===== config.mk =====
export PLATFORM = sky130hd
export DESIGN_NAME = spaf_serial_port
export DESIGN_NICKNAME = d
export VERILOG_FILES = /design/src/spaf_pkg.sv /design/src/spaf_serial_port.sv
export VERILOG_INCLUDE_DIRS = /design/src
export SDC_FILE = /design/constraint.sdc
export NUM_CORES = 1
export LEC_CHECK = 0
export ABC_AREA = 1
export BUFFER_PORTS_ARGS = -buffer_cell sky130_fd_sc_hd__buf_2
export CAP_MARGIN = 20
export CORE_MARGIN = 2
export CORE_UTILIZATION = 60
export CTS_BUF_LIST = sky130_fd_sc_hd__clkbuf_16
export CTS_CLUSTER_SIZE = 28
export DETAILED_ROUTE_END_ITERATION = 8
export HOLD_SLACK_MARGIN = 0.03
export PLACE_DENSITY_LB_ADDON = 0.08
export SLEW_MARGIN = 20
export SYNTH_ARGS = -nofsm -noshare
export SYNTH_HDL_FRONTEND = slang
export SYNTH_SLANG_ARGS = --single-unit

===== constraint.sdc =====
create_clock -name sys_clk -period 3.36 [get_ports sys_clk]
set_clock_uncertainty 0.2 [all_clocks]
set_input_delay 0.84 -clock sys_clk [delete_from_list [all_inputs] [get_ports sys_clk]]
set_output_delay 0.84 -clock sys_clk [all_outputs]
set_load 0.03 [all_outputs]

===== src/spaf_params.svh =====
`ifndef SPAF_PARAMS_SVH
`define SPAF_PARAMS_SVH

// Register addresses on the special function register port
`define SPAF_ADDR_SERIAL_CONTROL 8'h98
`define SPAF_ADDR_SERIAL_BUFFER  8'h99
`define SPAF_ADDR_POWER_CONTROL  8'h87
`define SPAF_ADDR_GIVEN_ADDRESS  8'ha9
`define SPAF_ADDR_ADDRESS_MASK   8'hb9

// Serial control register bit positions
`define SPAF_BIT_MODE_HI     7
`define SPAF_BIT_MODE_LO     6
`define SPAF_BIT_ADDR_FILTER 5
`define SPAF_BIT_RX_ENABLE   4
`define SPAF_BIT_TX_NINTH    3
`define SPAF_BIT_RX_NINTH    2
`define SPAF_BIT_TX_DONE     1
`define SPAF_BIT_RX_DONE     0

// Power control register bit positions used by the serial port
`define SPAF_BIT_RATE_DOUBLE 7
`define SPAF_BIT_FE_SELECT   6

// Reset values
`define SPAF_RST_SERIAL_CONTROL 8'h00
`define SPAF_RST_POWER_CONTROL  8'h00
`define SPAF_RST_GIVEN_ADDRESS  8'h00
`define SPAF_RST_ADDRESS_MASK   8'h00

// Timing: oscillator is sys_clk
`define SPAF_M0_BIT_CYCLES   12
`define SPAF_M0_PHASE_LAST   4'(`SPAF_M0_BIT_CYCLES - 1)
`define SPAF_M0_PHASE_HIGH   4'(`SPAF_M0_BIT_CYCLES / 2)
`define SPAF_OVERSAMPLE      16
`define SPAF_TICK_LAST       4'(`SPAF_OVERSAMPLE - 1)
`define SPAF_TICK_MID        4'(`SPAF_OVERSAMPLE / 2 - 1)
`define SPAF_M2_DIV_FAST     32
`define SPAF_M2_DIV_SLOW     64
`define SPAF_M2_PRE_FAST     2'(`SPAF_M2_DIV_FAST / `SPAF_OVERSAMPLE - 1)
`define SPAF_M2_PRE_SLOW     2'(`SPAF_M2_DIV_SLOW / `SPAF_OVERSAMPLE - 1)

// Frame lengths
`define SPAF_M0_BITS         4'd8
`define SPAF_M1_FRAME_BITS   4'd10
`define SPAF_M23_FRAME_BITS  4'd11
`define SPAF_M1_LAST_SAMPLE  4'd9
`define SPAF_M23_LAST_SAMPLE 4'd10

`endif


===== src/spaf_pkg.sv =====
package spaf_pkg;
   // Transmit engine states
   typedef enum logic [1:0] {TX_IDLE, TX_UART, TX_SHIFT} spaf_tx_state_t;
   // Receive engine states
   typedef enum logic [1:0] {RX_IDLE, RX_UART, RX_SHIFT} spaf_rx_state_t;
   // Serial port modes as coded by the two mode-select bits
   typedef enum logic [1:0] {MODE_SHIFT, MODE_UART8, MODE_UART9_FIXED, MODE_UART9_VAR} spaf_mode_t;
endpackage


===== src/spaf_serial_port.sv =====
// Summary of operation
// - Transmit and receive concurrently in modes 1 to 3, receive double-buffered
// - Buffer write feeds transmitter, read returns receiver
// - Mode 0 shifts 8 bits, clock at osc/12
// - Mode 1 frame start, 8 data, stop
// - Modes 2/3 add ninth bit, stop checked only for frame error
// - Mode 3 equals mode 2 except rate
// - Buffer write starts a transmission
// - Mode 0 receives while done clear, enabled
// - Other modes receive on start bit when enabled
// - Missing stop sets sticky frame error
// - Control bit 7 shows mode or error
// - Two mode bits select modes 0 to 3
// - Filter passes only ninth bit one bytes
// - Filter passes given or broadcast address only
// - Mode 1 filter also needs valid stop
// - Address filter ignored in mode 0
// - Given address uses mask don't-cares
// - Broadcast is address OR mask
// - Reset clears address and mask registers
`timescale 1ns/1ps
`include "spaf_params.svh"

// Transmit holding FIFO: flip-flop storage, depth must be a power of two
module spaf_fifo #(
   parameter int WIDTH = 8,
   parameter int DEPTH = 8
) (
   // Clock and reset
   input  wire logic             sys_clk,
   input  wire logic             rst_n,
   // Filling side
   input  wire logic             in_valid,
   input  wire logic [WIDTH-1:0] in_data,
   output logic                  in_ready,
   // Draining side
   output logic                  out_valid,
   output logic      [WIDTH-1:0] out_data,
   input  wire logic             out_ready
);
   localparam int AW = $clog2(DEPTH);

   typedef struct packed {
      logic [DEPTH-1:0][WIDTH-1:0] mem;     // Storage words
      logic [AW-1:0]               wr_ptr;  // Next slot to fill
      logic [AW-1:0]               rd_ptr;  // Oldest word
      logic [AW:0]                 count;   // Words held
      logic                        space;   // Not full
      logic                        avail;   // Not empty
   } spaf_fifo_state_t;

   spaf_fifo_state_t st;
   spaf_fifo_state_t next_st;
   logic             push;
   logic             pop;

   assign push      = in_valid && st.space;
   assign pop       = out_ready && st.avail;
   assign in_ready  = st.space;
   assign out_valid = st.avail;
   assign out_data  = st.mem[st.rd_ptr];

   // Pointer and flag update; flags are registered so ready never depends on the drain combinationally
   always_comb begin
      next_st = st;
      if (push) begin
         next_st.mem[st.wr_ptr] = in_data;
         next_st.wr_ptr         = st.wr_ptr + AW'(1);
      end
      if (pop) begin
         next_st.rd_ptr = st.rd_ptr + AW'(1);
      end
      next_st.count = st.count + (AW+1)'(push) - (AW+1)'(pop);
      next_st.space = next_st.count != (AW+1)'(DEPTH);
      next_st.avail = next_st.count != '0;
   end

   // State register
   always_ff @(posedge sys_clk) begin
      if (!rst_n) begin
         st       <= '0;
         st.space <= 1'b1;
      end else begin
         st <= next_st;
      end
   end
endmodule

// Serial port with automatic address recognition
module spaf_serial_port
   import spaf_pkg::*;
(
   // Clock and reset
   input  wire logic       sys_clk,
   input  wire logic       rst_n,
   // Special function register port
   input  wire logic [7:0] sfr_addr,
   input  wire logic       sfr_wr,
   input  wire logic       sfr_rd,
   input  wire logic [7:0] sfr_wdata,
   output logic      [7:0] sfr_rdata,
   // Sixteen-times bit rate pulse for modes 1 and 3
   input  wire logic       baud16_tick,
   // Serial pins
   input  wire logic       rxd_in,
   output logic            rxd_out,
   output logic            rxd_oe,
   output logic            txd,
   // Transmit buffer room
   output logic            tx_space
);
   typedef struct packed {
      logic            mode_select_hi;        // Mode bit, high
      logic            mode_select_lo;        // Mode bit, low
      logic            address_filter_enable; // Multiprocessor filter
      logic            rx_enable;             // Receiver enable
      logic            tx_ninth_bit;          // Ninth bit to send
      logic            rx_ninth_bit;          // Ninth bit received
      logic            tx_done_flag;          // Transmit complete
      logic            rx_done_flag;          // Receive complete
      logic            frame_error_flag;      // Sticky framing error
      logic            rate_double;           // Mode 2 at osc/32
      logic            frame_error_select;    // Bit 7 shows the error flag
      logic [7:0]      slave_given_address;   // Own address
      logic [7:0]      slave_address_mask;    // Address mask
      logic [7:0]      rx_holding;            // Receive buffer
      logic [7:0]      rdata;                 // Registered read data
      logic [2:0]      rx_sync;               // Pin synchroniser
      logic            rx_level;              // Filtered pin level
      logic            rx_prev;               // Filtered level one cycle back
      logic [1:0]      prescale;              // Mode 2 rate divider
      spaf_tx_state_t  tx_state;              // Transmitter state
      logic [10:0]     tx_shift;              // Outgoing frame
      logic [3:0]      tx_bits;               // Bits left to send
      logic [3:0]      tx_tick;               // Oversample count
      spaf_rx_state_t  rx_state;              // Receiver state
      logic [8:0]      rx_shift;              // Incoming bits
      logic [3:0]      rx_bits;               // Samples taken
      logic [3:0]      rx_tick;               // Oversample count
      logic [3:0]      m0_phase;              // Shift mode bit phase
      logic            txd;                   // Data or shift clock pin
      logic            rxd_out;               // Shift mode data out
      logic            rxd_oe;                // Shift mode data drive
   } spaf_state_t;

   spaf_state_t st;
   spaf_state_t next_st;

   spaf_mode_t  mode;         // Decoded mode
   logic        tick16;       // Oversample pulse for UART modes
   logic        sctl_wr;      // Control register write
   logic        fifo_valid;   // Byte waiting to send
   logic [7:0]  fifo_data;    // That byte
   logic        fifo_pop;     // Transmitter takes it
   logic        m0_rx_start;  // Shift mode receive begins
   logic        rx_fin;       // UART stop bit sampled
   logic [3:0]  rx_last;      // Index of stop sample
   logic [7:0]  rx_data;      // Received byte
   logic        rx_stop;      // Received stop level
   logic        rx_nine;      // Value for the ninth bit field
   logic        addr_given;   // Given address matches
   logic        addr_bcast;   // Broadcast address matches
   logic        rx_accept;    // Byte may be loaded

   assign mode       = spaf_mode_t'({st.mode_select_hi, st.mode_select_lo});
   // mode 2 rate is fixed, modes 1 and 3 follow the external rate pulse
   assign tick16     = (mode == MODE_UART9_FIXED)
                     ? (st.prescale == (st.rate_double ? `SPAF_M2_PRE_FAST : `SPAF_M2_PRE_SLOW))
                     : baud16_tick;
   assign sctl_wr    = sfr_wr && (sfr_addr == `SPAF_ADDR_SERIAL_CONTROL);
   // shift mode shares both pins, so its transfers are one at a time
   assign fifo_pop   = fifo_valid && (st.tx_state == TX_IDLE) && (st.rx_state != RX_SHIFT);
   assign m0_rx_start = (mode == MODE_SHIFT) && st.rx_enable && !st.rx_done_flag
                      && (st.tx_state == TX_IDLE) && !fifo_valid;
   assign rx_last    = (mode == MODE_UART8) ? `SPAF_M1_LAST_SAMPLE : `SPAF_M23_LAST_SAMPLE;
   assign rx_fin     = (st.rx_state == RX_UART) && tick16 && (st.rx_tick == `SPAF_TICK_MID)
                     && (st.rx_bits == rx_last);
   assign rx_stop    = st.rx_level;
   // mode 1 keeps the stop bit as the ninth bit, modes 2/3 the real ninth bit
   assign rx_data    = (mode == MODE_UART8) ? st.rx_shift[8:1] : st.rx_shift[7:0];
   assign rx_nine    = (mode == MODE_UART8) ? rx_stop : st.rx_shift[8];
   assign addr_given = ((rx_data ^ st.slave_given_address) & st.slave_address_mask) == 8'h00;
   assign addr_bcast = ((rx_data ^ (st.slave_given_address | st.slave_address_mask))
                     & (st.slave_given_address | st.slave_address_mask)) == 8'h00;
   // ninth bit (stop bit in mode 1) must be one and the address must hit
   assign rx_accept  = !st.rx_done_flag
                     && (!st.address_filter_enable || (rx_nine && (addr_given || addr_bcast)));

   // every buffer write goes into the transmit queue while it has room; writes to a full queue are dropped
   spaf_fifo #(
      .WIDTH (8),
      .DEPTH (8)
   ) u_tx_fifo (
      .sys_clk   (sys_clk),
      .rst_n     (rst_n),
      .in_valid  (sfr_wr && (sfr_addr == `SPAF_ADDR_SERIAL_BUFFER)),
      .in_data   (sfr_wdata),
      .in_ready  (tx_space),
      .out_valid (fifo_valid),
      .out_data  (fifo_data),
      .out_ready (fifo_pop)
   );

   // Next-state logic; hardware flag sets come after software writes so a set always wins
   always_comb begin
      next_st = st;
      // Pin synchroniser; a change counts once the second and third stages agree
      next_st.rx_sync = {st.rx_sync[1:0], rxd_in};
      if (st.rx_sync[1] == st.rx_sync[2]) begin
         next_st.rx_level = st.rx_sync[2];
      end
      next_st.rx_prev = st.rx_level;
      // Mode 2 rate divider runs freely
      next_st.prescale = tick16 ? 2'h0 : st.prescale + 2'h1;
      // Register writes
      if (sfr_wr) begin
         case (sfr_addr)
            `SPAF_ADDR_SERIAL_CONTROL: begin
               if (st.frame_error_select) begin
                  next_st.frame_error_flag = sfr_wdata[`SPAF_BIT_MODE_HI];
               end else begin
                  next_st.mode_select_hi = sfr_wdata[`SPAF_BIT_MODE_HI];
               end
               next_st.mode_select_lo        = sfr_wdata[`SPAF_BIT_MODE_LO];
               next_st.address_filter_enable = sfr_wdata[`SPAF_BIT_ADDR_FILTER];
               next_st.rx_enable             = sfr_wdata[`SPAF_BIT_RX_ENABLE];
               next_st.tx_ninth_bit          = sfr_wdata[`SPAF_BIT_TX_NINTH];
               next_st.rx_ninth_bit          = sfr_wdata[`SPAF_BIT_RX_NINTH];
               next_st.tx_done_flag          = sfr_wdata[`SPAF_BIT_TX_DONE];
               next_st.rx_done_flag          = sfr_wdata[`SPAF_BIT_RX_DONE];
            end
            `SPAF_ADDR_POWER_CONTROL: begin
               next_st.rate_double        = sfr_wdata[`SPAF_BIT_RATE_DOUBLE];
               next_st.frame_error_select = sfr_wdata[`SPAF_BIT_FE_SELECT];
            end
            `SPAF_ADDR_GIVEN_ADDRESS: next_st.slave_given_address = sfr_wdata;
            `SPAF_ADDR_ADDRESS_MASK:  next_st.slave_address_mask  = sfr_wdata;
            default: ;
         endcase
      end
      // Register reads; unmapped addresses return zero
      if (sfr_rd) begin
         case (sfr_addr)
            `SPAF_ADDR_SERIAL_CONTROL: next_st.rdata = {
               st.frame_error_select ? st.frame_error_flag : st.mode_select_hi,
               st.mode_select_lo, st.address_filter_enable, st.rx_enable,
               st.tx_ninth_bit, st.rx_ninth_bit, st.tx_done_flag, st.rx_done_flag};
            `SPAF_ADDR_SERIAL_BUFFER: next_st.rdata = st.rx_holding;
            `SPAF_ADDR_POWER_CONTROL: next_st.rdata = {st.rate_double, st.frame_error_select, 6'h00};
            `SPAF_ADDR_GIVEN_ADDRESS: next_st.rdata = st.slave_given_address;
            `SPAF_ADDR_ADDRESS_MASK:  next_st.rdata = st.slave_address_mask;
            default:                  next_st.rdata = 8'h00;
         endcase
      end
      // Transmitter
      case (st.tx_state)
         TX_IDLE: begin
            if (fifo_pop) begin
               if (mode == MODE_SHIFT) begin
                  next_st.tx_state = TX_SHIFT;
                  next_st.tx_shift = {3'h7, fifo_data};
                  next_st.tx_bits  = `SPAF_M0_BITS;
                  next_st.m0_phase = 4'h0;
               end else if (mode == MODE_UART8) begin
                  next_st.tx_state = TX_UART;
                  next_st.tx_shift = {2'h3, fifo_data, 1'b0};
                  next_st.tx_bits  = `SPAF_M1_FRAME_BITS;
                  next_st.tx_tick  = 4'h0;
               end else begin
                  next_st.tx_state = TX_UART;
                  next_st.tx_shift = {1'b1, st.tx_ninth_bit, fifo_data, 1'b0};
                  next_st.tx_bits  = `SPAF_M23_FRAME_BITS;
                  next_st.tx_tick  = 4'h0;
               end
            end
         end
         TX_UART: begin
            if (tick16) begin
               next_st.tx_tick = st.tx_tick + 4'h1;
               if (st.tx_tick == `SPAF_TICK_LAST) begin
                  next_st.tx_shift = {1'b1, st.tx_shift[10:1]};
                  next_st.tx_bits  = st.tx_bits - 4'h1;
                  // Stop bit begins
                  if (st.tx_bits == 4'h2) begin
                     next_st.tx_done_flag = 1'b1;
                  end
                  if (st.tx_bits == 4'h1) begin
                     next_st.tx_state = TX_IDLE;
                  end
               end
            end
         end
         TX_SHIFT: begin
            next_st.m0_phase = st.m0_phase + 4'h1;
            if (st.m0_phase == `SPAF_M0_PHASE_LAST) begin
               next_st.m0_phase = 4'h0;
               next_st.tx_shift = {1'b1, st.tx_shift[10:1]};
               next_st.tx_bits  = st.tx_bits - 4'h1;
               // Last data bit ends
               if (st.tx_bits == 4'h1) begin
                  next_st.tx_done_flag = 1'b1;
                  next_st.tx_state     = TX_IDLE;
               end
            end
         end
         default: next_st.tx_state = TX_IDLE;
      endcase
      // Receiver
      case (st.rx_state)
         RX_IDLE: begin
            // the filter bit plays no part in shift mode
            // A start is a falling edge, so a line left low after a missing stop starts no phantom frame
            if ((mode != MODE_SHIFT) && st.rx_enable && st.rx_prev && !st.rx_level) begin
               next_st.rx_state = RX_UART;
               next_st.rx_tick  = 4'h0;
               next_st.rx_bits  = 4'h0;
            end else if (m0_rx_start) begin
               next_st.rx_state = RX_SHIFT;
               next_st.rx_bits  = 4'h0;
               next_st.m0_phase = 4'h0;
            end
         end
         RX_UART: begin
            if (tick16) begin
               next_st.rx_tick = st.rx_tick + 4'h1;
               if (st.rx_tick == `SPAF_TICK_MID) begin
                  next_st.rx_bits = st.rx_bits + 4'h1;
                  if ((st.rx_bits == 4'h0) && st.rx_level) begin
                     // Glitch, not a start bit
                     next_st.rx_state = RX_IDLE;
                  end else if (rx_fin) begin
                     next_st.rx_state = RX_IDLE;
                     if (!rx_stop) begin
                        next_st.frame_error_flag = 1'b1;
                     end
                     if (rx_accept) begin
                        next_st.rx_holding   = rx_data;
                        next_st.rx_ninth_bit = rx_nine;
                        next_st.rx_done_flag = 1'b1;
                     end
                  end else if (st.rx_bits != 4'h0) begin
                     next_st.rx_shift = {st.rx_level, st.rx_shift[8:1]};
                  end
               end
            end
         end
         RX_SHIFT: begin
            next_st.m0_phase = st.m0_phase + 4'h1;
            if (st.m0_phase == `SPAF_M0_PHASE_LAST) begin
               next_st.m0_phase = 4'h0;
               next_st.rx_shift = {st.rx_level, st.rx_shift[8:1]};
               next_st.rx_bits  = st.rx_bits + 4'h1;
               if (st.rx_bits == `SPAF_M0_BITS - 4'h1) begin
                  next_st.rx_holding   = {st.rx_level, st.rx_shift[8:2]};
                  next_st.rx_done_flag = 1'b1;
                  next_st.rx_state     = RX_IDLE;
               end
            end
         end
         default: next_st.rx_state = RX_IDLE;
      endcase
      // Pin drive: frame bit in UART modes, shift clock low then high in shift mode
      if (next_st.tx_state == TX_UART) begin
         next_st.txd = next_st.tx_shift[0];
      end else if ((next_st.tx_state == TX_SHIFT) || (next_st.rx_state == RX_SHIFT)) begin
         next_st.txd = next_st.m0_phase >= `SPAF_M0_PHASE_HIGH;
      end else begin
         next_st.txd = 1'b1;
      end
      next_st.rxd_oe  = next_st.tx_state == TX_SHIFT;
      next_st.rxd_out = next_st.tx_shift[0];
   end

   // State register
   always_ff @(posedge sys_clk) begin
      if (!rst_n) begin
         st                     <= '0;
         st.slave_given_address <= `SPAF_RST_GIVEN_ADDRESS;
         st.slave_address_mask  <= `SPAF_RST_ADDRESS_MASK;
         st.rx_sync             <= 3'h7;
         st.rx_level            <= 1'b1;
         st.rx_prev             <= 1'b1;
         st.txd                 <= 1'b1;
         st.rxd_out             <= 1'b1;
      end else begin
         st <= next_st;
      end
   end

   assign sfr_rdata = st.rdata;
   assign txd       = st.txd;
   assign rxd_out   = st.rxd_out;
   assign rxd_oe    = st.rxd_oe;

   a_tx_starts: assert property (@(posedge sys_clk) disable iff (!rst_n)
      fifo_pop |=> st.tx_state != TX_IDLE) else $error("queued byte not started");
   a_m0_rx_start: assert property (@(posedge sys_clk) disable iff (!rst_n)
      (st.rx_state == RX_IDLE) && m0_rx_start |=> st.rx_state == RX_SHIFT)
      else $error("shift receive not started");
   a_rx_needs_enable: assert property (@(posedge sys_clk) disable iff (!rst_n)
      (st.rx_state == RX_IDLE) && !st.rx_enable |=> st.rx_state == RX_IDLE)
      else $error("receive began while disabled");
   a_frame_err_sticky: assert property (@(posedge sys_clk) disable iff (!rst_n)
      st.frame_error_flag && !sctl_wr |=> st.frame_error_flag) else $error("error flag lost");
   a_bit7_view: assert property (@(posedge sys_clk) disable iff (!rst_n)
      sfr_rd && (sfr_addr == `SPAF_ADDR_SERIAL_CONTROL) |=>
      sfr_rdata[7] == ($past(st.frame_error_select) ? $past(st.frame_error_flag) : $past(st.mode_select_hi)))
      else $error("bit 7 view wrong");
   a_ninth_filter: assert property (@(posedge sys_clk) disable iff (!rst_n)
      rx_fin && st.address_filter_enable && !rx_nine && !st.rx_done_flag && !sctl_wr |=> !st.rx_done_flag)
      else $error("data byte passed filter");
   a_addr_filter: assert property (@(posedge sys_clk) disable iff (!rst_n)
      rx_fin && st.address_filter_enable && !addr_given && !addr_bcast && !sctl_wr |=>
      st.rx_done_flag == $past(st.rx_done_flag)) else $error("foreign address passed");
   a_rx_no_overwrite: assert property (@(posedge sys_clk) disable iff (!rst_n)
      st.rx_done_flag && !sctl_wr |=> $stable(st.rx_holding) && st.rx_done_flag)
      else $error("unread byte overwritten");
   a_tx_done_hold: assert property (@(posedge sys_clk) disable iff (!rst_n)
      st.tx_done_flag && !sctl_wr |=> st.tx_done_flag) else $error("transmit flag cleared");
   a_m0_clock_high: assert property (@(posedge sys_clk) disable iff (!rst_n)
      (st.tx_state == TX_SHIFT) && $rose(st.txd) |-> st.txd [*6]) else $error("shift clock high short");
   a_reset_addr: assert property (@(posedge sys_clk)
      !rst_n |=> (st.slave_given_address == 8'h00) && (st.slave_address_mask == 8'h00))
      else $error("address registers not cleared");
endmodule


==> results of run 1 <==
-- power by group through the flow --
stage,Combinational (mW),Sequential [mW],Clock (mW)
finish,1.54,2.31,1.91
global route,1.74,2.34,2.01
CTS,1.53,2.31,1.92
detailed placement,1.51,2.36,0
global placement,1.50,2.35,0
floorplan,1.12,2.38,0
-- placed cells by master (no fill, tap or decap), drive strengths merged --
master    count
o221a         1
xor2          5
bufinv        2
clkinv       11
xnor2         4
inv         203
nor2        149
nor3b         2
fa            1
a21oi       104
o2111ai       4
o21ai       116
buf          49
or2           5
o31ai         3
nand4         7
nand3        83
ha           22
o221ai        1
a22oi         2
nor4          2
dfxtp       173
a31oi         4
nor3         15
o22ai        16
clkinvlp      2
o21bai        1
mux2          1
a211oi       87
and3          1
nand3b        1
nand2       180
a311oi        1
a221oi        2
o211ai        3
clkbuf       17
-- sequential cells by signal, summed over array words and instances (netlist names) --
name	count
txd	1
u_tx_fifo.st	74
u_tx_fifo.in_ready	1
rxd_oe	1
sfr_rdata	8
st	81
mode	2
next_st	2
rxd_out	1
rx_stop	1
u_tx_fifo.out_valid	1
-- worst min-delay path by stage --
stage,endpoint,slack [ns],start,cells past startpoint
after floorplan,next_st[53],0.19,next_st[52],1
after global placement,next_st[53],0.19,next_st[52],1
after detailed placement,next_st[53],0.21,next_st[52],1
after CTS,next_st[53],0.23,next_st[52],1
after global routing,next_st[53],0.25,next_st[52],1
final,next_st[53],0.22,next_st[52],1
-- layer usage --
| metal | up-vias | part of all wire [%] | track usage, % |
|---|---|---|---|
| met5 | - | 0 | 0 |
| met4 | 0 | 2.3 | 11.05 |
| met3 | 47 | 6.6 | 5.098 |
| met2 | 278 | 43 | 42.98 |
| met1 | 3730 | 48 | 43.67 |
| li1 | 4206 | - | - |
-- logic make-up after synthesis --
family / share of synthesized area (%)
compound gates: 22.88
xor+xnor: 0.8843
fa+ha+maj: 3.313
buf+inv: 12.52
flops: 38.85
mux: 0.1263
simple gates: 21.42
-- critical path, cell delays in order (launching register included) --
cell and delay, ns:
dfxtp_1 0.38, inv_1 0.08, ha_1 0.24, nor3_4 0.40, ha_1 0.30, inv_1 0.06, ha_1 0.15, inv_1 0.06
fa_1 0.40, xnor2_1 0.13, inv_1 0.07, nand2_1 0.05, nor2_1 0.12, o21ai_0 0.09
-- final cells by class --
class | count | area [µm²]
Fill cell | 1320 | 4896
Multi-Input combinational cell | 823 | 4334
Sequential cell | 173 | 3463
Inverter | 204 | 769.5
Clock buffer | 17 | 425.4
Timing Repair Buffer | 49 | 285.3
Tap cell | 184 | 230.2
Clock inverter | 14 | 130.1
==> qor.txt, run 1 <==
outcome -> completed
most numerous cell in the Yosys netlist -> inv_1
Tmin final -> 2.869 ns
Placer Congestion -> 0.8896
Reg-to-Reg End -> u_tx_fifo.out_valid
combinational fraction of design power -> 26.8%
Die Area -> 15850 µm²
Pwr Total -> 5.765 mW
Async SR Flop Fraction -> 0%
Reg power frac -> 40.1%
synth unique cells -> 49
Port Buffers -> 33
Pwr per Cell Area -> 598.2 nW/µm²
row cnt -> 44
Post-Syn Area -> 8914 µm²
Final HPWL DP -> 15.89 mm
die width -> 125.9 µm
n_diodes -> 0
crit path kind -> flop to flop
final setup vio count -> 0
Mean Syn Cell Area -> 7.024 µm²
Synth top cells by count -> 193 x inv_1, 175 x nand2_1, 173 x dfxtp_1, 146 x nor2_1, 114 x o21ai_0
worst setup margin -> 0.4910 ns
Core Box Area -> 14530 µm²
hold slack -> 0.2217 ns
Util after Layout -> 66.31%
Max H-tree Level -> 4
FMAX -> 348.6 MHz
Post-synth EDFFs -> 0
P_sw -> 1.943 mW
Syn Nets -> 1314
Vias/cell -> 5.643
fin area -> 9638 µm²
Layout Area Growth over Synthesis -> 8.127%
Setup crit start -> st[24]
Critical Path Start Type -> flop
Clock Tree Buf Depth -> 2
post-synth top area cell -> dfxtp_1
Main synth FF type -> dfxtp_1
final hold vios -> 0
clock group share of total power -> 33.1%
post_cts resized -> 0
max cap viols -> 0
RSZ-0062 raised after global routing -> false
Worst-Margin Slew -> 0.5770 ns
Max IR drop VDD -> 508.3 µV
Worst-Skew Late Latency -> 0.44 ns
Area after DPL -> 9082 µm²
largest net degree at the start of global routing -> 58
total iterations of the first detailed-routing run -> 7
synthesis-stage register bit count -> 173
reg2reg start -> st[24]
R2R setup slack -> 0.49 ns
Setup WS pre-CTS -> 0.1983 ns
wire per inst -> 15.79 µm
CTS tree -> built
Final Non-Filler Cells -> 1464
first-pass GRT wire length -> 37.67 mm
Arrival @ worst endpoint -> 2.97 ns
initial antenna violation count -> 0
switch share -> 33.70%
crit-path max FO -> 8
# IOs -> 34
vias -> 8261
setup bufs post-CTS -> 0
Overall Global Routing Usage -> 29.47%
Root Driver -> clkbuf_16
Clock Sinks -> 173
max_slew headroom -> 61.13%
clock buffer count from CTS -> 17
Seq/Total Area, Yosys -> 38.85%
final period utilization -> 85.39%
clk slew on worst S/H paths -> 0.06 ns
YS warnings -> 0
total gr overflow -> 0
Worst setup endpoint -> u_tx_fifo.out_valid
setup_tns -> 0 ns
fin nets -> 1313
height of the chip -> 125.9 µm
synth top area cells -> dfxtp_1 39%, inv_1 8.1%, nand2_1 7.4%, a211oi_1 7.3%, o21ai_0 6.4%
total instance count after detailed placement -> 1433
cells on worst reg2reg path -> 13
Initial DRC Count -> 868
cells after synthesis -> 1269
initial core utilization -> 61.33%
Routed Antenna Nets -> 0
Pleak -> 3.828 nW
layout cell share with drive strength beyond 1 -> 8.359%
vias in the first global route -> 7389
internal power -> 3.822 mW
crit end category -> flop
HP Class -> flop to flop
Routed Wire Length -> 23.11 mm
Synth top area share -> 38.85%
Max Slew Vio Count -> 0
DRC -> 0
hold-fix buffer count after cts -> 0
WP data required -> 3.46 ns
(Power assumes the default switching activity.)
==> run 2: changes to the inputs <==
ABC_AREA = not set   (was 1)
==> qor.txt, run 2 <==
R2R setup slack -> 0.38 ns (-0.11 ns)
Syn Nets -> 1086 (-17%)
Tmin final -> 2.978 ns (+0.1094 ns)
Routed Antenna Nets -> 0 (unchanged)
largest net degree at the start of global routing -> 45 (-22%)
crit-path max FO -> 7 (-1)
Setup crit start -> st[46]
Clock Tree Buf Depth -> 2 (unchanged)
Clock Sinks -> 173 (unchanged)
crit path kind -> flop to flop
Layout Area Growth over Synthesis -> 10.06%
Seq/Total Area, Yosys -> 39.76% (+0.91 points)
outcome -> completed
Worst-Margin Slew -> 0.8949 ns (+0.3179 ns)
DRC -> 0 (unchanged)
storage element area -> 3463 µm² (unchanged)
Port Buffers -> 33 (unchanged)
Async SR Flop Fraction -> 0% (unchanged)
clk slew on worst S/H paths -> 0.07 ns (about the same)
Vias/cell -> 5.924 (+5.0%)
cells after synthesis -> 1041 (-18%)
Worst setup endpoint -> u_tx_fifo.out_valid
Synth top cells by count -> 216 x nand2_1, 173 x dfxtp_1, 122 x a21oi_1, 79 x nor2_1, 48 x clkbuf_1
initial antenna violation count -> 0 (unchanged)
layout cell share with drive strength beyond 1 -> 14.10% (+5.7 points)
FMAX -> 335.7 MHz (-3.7%)
vias in the first global route -> 7137 (-3.4%)
Routed Wire Length -> 21.76 mm (-5.8%)
HP Class -> flop to flop
Pwr Total -> 5.241 mW (-9.1%)
Arrival @ worst endpoint -> 3.08 ns (+0.11 ns)
wire per inst -> 17.34 µm (+9.8%)
Main synth FF type -> dfxtp_1
Core Box Area -> 14370 µm² (-1.1%)
vias -> 7435 (-10%)
hold-fix buffer count after cts -> 0 (unchanged)
Die Area -> 15500 µm² (-2.2%)
die width -> 124.5 µm (-1.1%)
Max IR drop VDD -> 584.8 µV (+15%)
Reg-to-Reg End -> u_tx_fifo.out_valid
synth unique cells -> 73 (+49%)
Post-Syn Area -> 8710 µm² (-2.3%)
first-pass GRT wire length -> 35.86 mm (-4.8%)
fin nets -> 1103 (-16%)
Critical Path Start Type -> flop
total iterations of the first detailed-routing run -> 5 (-2)
largest register by flop count -> st
WP data required -> 3.46 ns (about the same)
Post-synth EDFFs -> 0 (unchanged)
row cnt -> 44 (unchanged)
Root Driver -> clkbuf_16
Overall Global Routing Usage -> 28.70% (-0.77 points)
Final HPWL DP -> 14.98 mm (-5.7%)
Initial DRC Count -> 570 (-34%)
Worst-Skew Late Latency -> 0.43 ns (about the same)
height of the chip -> 124.5 µm (-1.1%)
most numerous cell in the Yosys netlist -> nand2_1
Mean Syn Cell Area -> 8.367 µm² (+19%)
max cap viols -> 0 (unchanged)
n_diodes -> 0 (unchanged)
post_cts resized -> 0 (unchanged)
YS warnings -> 0 (unchanged)
initial core utilization -> 60.61% (-0.71 points)
area occupied by multi-input gates -> 4832 µm² (+11%)
max FFs per register -> 81 (unchanged)
Pleak -> 3.551 nW (-7.2%)
setup bufs post-CTS -> 0 (unchanged)
Placer Congestion -> 0.8701 (-2.2%)
final hold vios -> 0 (unchanged)
synthesis-stage register bit count -> 173 (unchanged)
post-synth top area cell -> dfxtp_1
Pwr per Cell Area -> 546.8 nW/µm² (-8.6%)
final setup vio count -> 0 (unchanged)
synth top area cells -> dfxtp_1 40%, nand2_1 9.3%, a21oi_1 7.0%, mux2i_1 4.9%, mux4_2 4.1%
cells on worst reg2reg path -> 12 (-1)
Max Slew Vio Count -> 0 (unchanged)
crit end category -> flop
RSZ-0062 raised after global routing -> false
reg2reg start -> st[46]
Synth top area share -> 39.76% (+0.91 points)
Max H-tree Level -> 4 (unchanged)
setup_tns -> 0 ns (unchanged)
# IOs -> 34 (unchanged)
CTS tree -> built
most common cell after layout, fill and taps aside -> nand2_1
max_slew headroom -> 40.12% (-21 points)
# fillers -> 1236 (-6.4%)
final period utilization -> 88.64% (+3.3 points)
commonest cells after routing, fill and taps aside -> 216 x nand2_1, 173 x dfxtp_1, 122 x a21oi_1, 79 x nor2_1, 43 x mux2i_1
clock buffer count from CTS -> 17 (unchanged)
total gr overflow -> 0 (unchanged)
-- run 2: how the worst min path moves through the flow --
| stage | startpoint | endpoint | slack, ns | depth (start not counted) |
|---|---|---|---|---|
| 6_report | next_st[52] | next_st[53] | 0.22 | 1 |
| 5_1_grt | u_tx_fifo.st[41] | u_tx_fifo.st[41] | 0.26 | 2 |
| 4_1_cts | next_st[52] | next_st[53] | 0.23 | 1 |
| 3_5_place_dp | next_st[52] | next_st[53] | 0.21 | 1 |
| 3_3_place_gp | next_st[52] | next_st[53] | 0.20 | 1 |
| 2_1_floorplan | next_st[52] | next_st[53] | 0.19 | 1 |
-- run 2: layout make-up --
class                           count  area share (%)
Multi-Input combinational cell    774           50.41
Sequential cell                   173           36.13
Clock buffer                       17           4.438
Timing Repair Buffer               66           4.308
Tap cell                          184           2.402
Clock inverter                     15           1.266
Inverter                           26           1.044
-- run 2: metrics by stage --
| step | hold WS [ns] | cell area [µm²] | utilization, % | std cells | worst slack [ns] |
|---|---|---|---|---|---|
| 6_report | 0.2229 | 9585 | 66.71 | 1255 | 0.3816 |
| 5_1_grt | 0.2618 | 9585 | 66.71 | 1255 | 0.1615 |
| 4_1_cts | 0.2333 | 9585 | 66.71 | 1255 | 0.3902 |
| 3_5_place_dp | 0.2140 | 9039 | 62.90 | 1223 | 0.2762 |
| 3_3_place_gp | 0.2033 | 9039 | 62.90 | 1223 | 0.3302 |
| 2_1_floorplan | 0.1863 | 8710 | - | 1041 | 0.3044 |
-- run 2: worst max-delay path, cell delays in order (launching register included) --
cell	delay, ns
dfxtp_1	0.41
inv_1	0.09
ha_1	0.21
nand3b_1	0.13
clkinv_1	0.27
ha_1	0.38
inv_1	0.06
ha_1	0.17
inv_1	0.06
fa_1	0.40
xnor2_1	0.15
nor3b_1	0.25
o21bai_1	0.08
-- run 2: kinds of logic (layout without fill, tap and decap cells) --
group | count (synthesis) | count (layout) | synth area share, %
XOR/XNOR | 16 | 16 | 1.609
AO/OA/AOI/OAI | 232 | 232 | 16.43
flip-flops | 173 | 173 | 39.76
multiplexers | 74 | 74 | 11.08
AND/OR/NAND/NOR | 429 | 429 | 22.97
buffers and inverters | 94 | 124 | 4.755
adder cells (fa/ha/maj) | 23 | 23 | 3.390
-- run 2: layer usage --
layer	up-vias	GRT usage, %	part of all wire, %	routed length (µm)
li1	3647	-	-	-
met1	3570	37.68	45	9883
met2	177	47.51	47	10270
met3	41	4.897	4.4	948
met4	0	10.91	3.1	667
met5	-	0	0	0
-- run 2: power by group --
group / switching, mW / internal (mW) / total [mW]
combinational: 0.640 / 0.431 / 1.07
sequential: 0.113 / 2.19 / 2.31
clock: 0.846 / 1.02 / 1.86
total: 1.60 / 3.64 / 5.24
==> run 3: changes to the inputs <==
CTS_BUF_LIST = sky130_fd_sc_hd__clkbuf_8 sky130_fd_sc_hd__clkbuf_16   (was sky130_fd_sc_hd__clkbuf_16)
GPL_ROUTABILITY_DRIVEN = 0   (was not set)
==> qor.txt, run 3 (same netlist as run 2, synthesis figures left out) <==
outcome -> completed
Pwr Total -> 5.286 mW (+0.86%)
Vias/cell -> 5.912 (-0.22%)
n_diodes -> 0 (unchanged)
crit path kind -> flop to flop
Final Non-Filler Cells -> 1255 (unchanged)
Layout Area Growth over Synthesis -> 10.29%
Pwr per Cell Area -> 550.3 nW/µm² (+0.65%)
Reg power frac -> 43.6% (-0.4 points)
final setup vio count -> 0 (unchanged)
Arrival @ worst endpoint -> 3.08 ns (about the same)
max_slew headroom -> 40.47% (+0.35 points)
first-pass GRT wire length -> 35.85 mm (about the same)
clock buffer count from CTS -> 17 (unchanged)
Routed Antenna Nets -> 0 (unchanged)
clk slew on worst S/H paths -> 0.07 ns (about the same)
Initial DRC Count -> 560 (-1.8%)
Worst Hold Launch -> next_st[52]
die width -> 124.5 µm (unchanged)
Die Area -> 15500 µm² (unchanged)
vias -> 7419 (-0.22%)
initial core utilization -> 60.61% (unchanged)
most common cell after layout, fill and taps aside -> nand2_1
Worst-Skew Late Latency -> 0.43 ns (about the same)
setup bufs post-CTS -> 0 (unchanged)
max cap viols -> 0 (unchanged)
cells on worst reg2reg path -> 12 (unchanged)
RSZ-0062 raised after global routing -> false
height of the chip -> 124.5 µm (unchanged)
setup_tns -> 0 ns (unchanged)
largest register by flop count -> st
switch share -> 30.22% (-0.28 points)
wire per inst -> 17.32 µm (-0.14%)
hold path depth -> 1 (unchanged)
commonest cells after routing, fill and taps aside -> 216 x nand2_1, 173 x dfxtp_1, 122 x a21oi_1, 79 x nor2_1, 43 x mux2i_1
max FFs per register -> 81 (unchanged)
Hold EP -> next_st[53]
WP data required -> 3.46 ns (about the same)
Max Slew Vio Count -> 0 (unchanged)
total instance count after detailed placement -> 1223 (unchanged)
CTS tree -> built
Pleak -> 3.562 nW (+0.32%)
crit-path max FO -> 7 (unchanged)
Reg-to-Reg End -> u_tx_fifo.out_valid
R2R setup slack -> 0.39 ns (about the same)
total gr overflow -> 0 (unchanged)
# IOs -> 34 (unchanged)
Routed Wire Length -> 21.73 mm (-0.14%)
vias in the first global route -> 7115 (-0.31%)
Max IR drop VDD -> 429.7 µV (-27%)
Final HPWL DP -> 14.98 mm (unchanged)
Overall Global Routing Usage -> 28.75% (+0.058 points)
crit end category -> flop
HP Class -> flop to flop
largest net degree at the start of global routing -> 45 (unchanged)
clock group share of total power -> 36.1% (+0.5 points)
final hold vios -> 0 (unchanged)
P_sw -> 1.597 mW (about the same)
final period utilization -> 88.44% (-0.20 points)
combinational fraction of design power -> 20.2% (-0.2 points)
Area after DPL -> 9039 µm² (unchanged)
Clock Tree Buf Depth -> 2 (unchanged)
post_cts resized -> 0 (unchanged)
Tmin final -> 2.972 ns (-0.006834 ns)
Root Driver -> clkbuf_16
hold slack -> 0.2241 ns (+0.001222 ns)
fin nets -> 1103 (unchanged)
Core Box Area -> 14370 µm² (unchanged)
FMAX -> 336.5 MHz (+0.23%)
DRC -> 0 (unchanged)
Worst-Margin Slew -> 0.8897 ns (-0.005239 ns)
Max H-tree Level -> 4 (unchanged)
total iterations of the first detailed-routing run -> 5 (unchanged)
initial antenna violation count -> 0 (unchanged)
hold-fix buffer count after cts -> 0 (unchanged)
reg2reg start -> st[46]
fin area -> 9605 µm² (+0.21%)
row cnt -> 44 (unchanged)
internal power -> 3.689 mW (+1.3%)
Port Buffers -> 33 (unchanged)
Critical Path Start Type -> flop
layout cell share with drive strength beyond 1 -> 14.29% (+0.19 points)
Clock Sinks -> 173 (unchanged)
[run 3: changes by cell type in the layout (fill, tap and decap cells not counted)]
| cell | delta |
|---|---|
| clkbuf_8 | +2 |
| clkinv_1 | -2 |
[run 3: through the flow]
step | setup WS (ns) | utilization, %
finish | 0.3884 | 66.85
floorplan | 0.3044 | -
CTS | 0.3902 | 66.85
global route | 0.1615 | 66.85
global placement | 0.3302 | 62.90
detailed placement | 0.2762 | 62.90
[run 3: power groups by stage]
| stage | clock, mW | sequential, mW | combinational, mW |
|---|---|---|---|
| 6_report | 1.91 | 2.31 | 1.07 |
| 3_5_place_dp | 0 | 2.35 | 1.06 |
| 4_1_cts | 1.93 | 2.31 | 1.07 |
| 2_1_floorplan | 0 | 2.33 | 0.792 |
| 3_3_place_gp | 0 | 2.34 | 1.05 |
| 5_1_grt | 2.02 | 2.33 | 1.21 |
[run 3: worst max-delay path by stage]
stage,from,endpoint,slack [ns]
finish,st[46],u_tx_fifo.out_valid,0.39
floorplan,sfr_addr[1],u_tx_fifo.out_valid,0.30
global route,st[46],u_tx_fifo.out_valid,0.16
detailed placement,sfr_addr[6],u_tx_fifo.out_valid,0.28
global placement,sfr_addr[6],u_tx_fifo.out_valid,0.33
CTS,st[46],u_tx_fifo.out_valid,0.39
[run 3: final cells by class]
type / instances / area, µm²
Clock buffer: 19 / 452.9
Multi-Input combinational cell: 774 / 4832
Inverter: 26 / 100.1
Tap cell: 184 / 230.2
Clock inverter: 13 / 113.9
Sequential cell: 173 / 3463
Timing Repair Buffer: 66 / 412.9
Fill cell: 1229 / 4763
[run 3: metal layers]
layer  up-vias  global-route usage, %  routed length [µm]
li1       3644                      -                   -
met1      3542                  37.72                9815
met2       190                  47.54               10260
met3        43                  4.897                 967
met4         0                  11.17                 686
met5         -                      0                   0
[run 3: worst max-delay path: stages (launching register included)]
cell	delay, ns
dfxtp_1	0.40
inv_1	0.09
ha_1	0.21
nand3b_1	0.13
clkinv_1	0.28
ha_1	0.38
inv_1	0.06
ha_1	0.17
inv_1	0.06
fa_1	0.40
xnor2_1	0.15
nor3b_1	0.25
o21bai_1	0.08
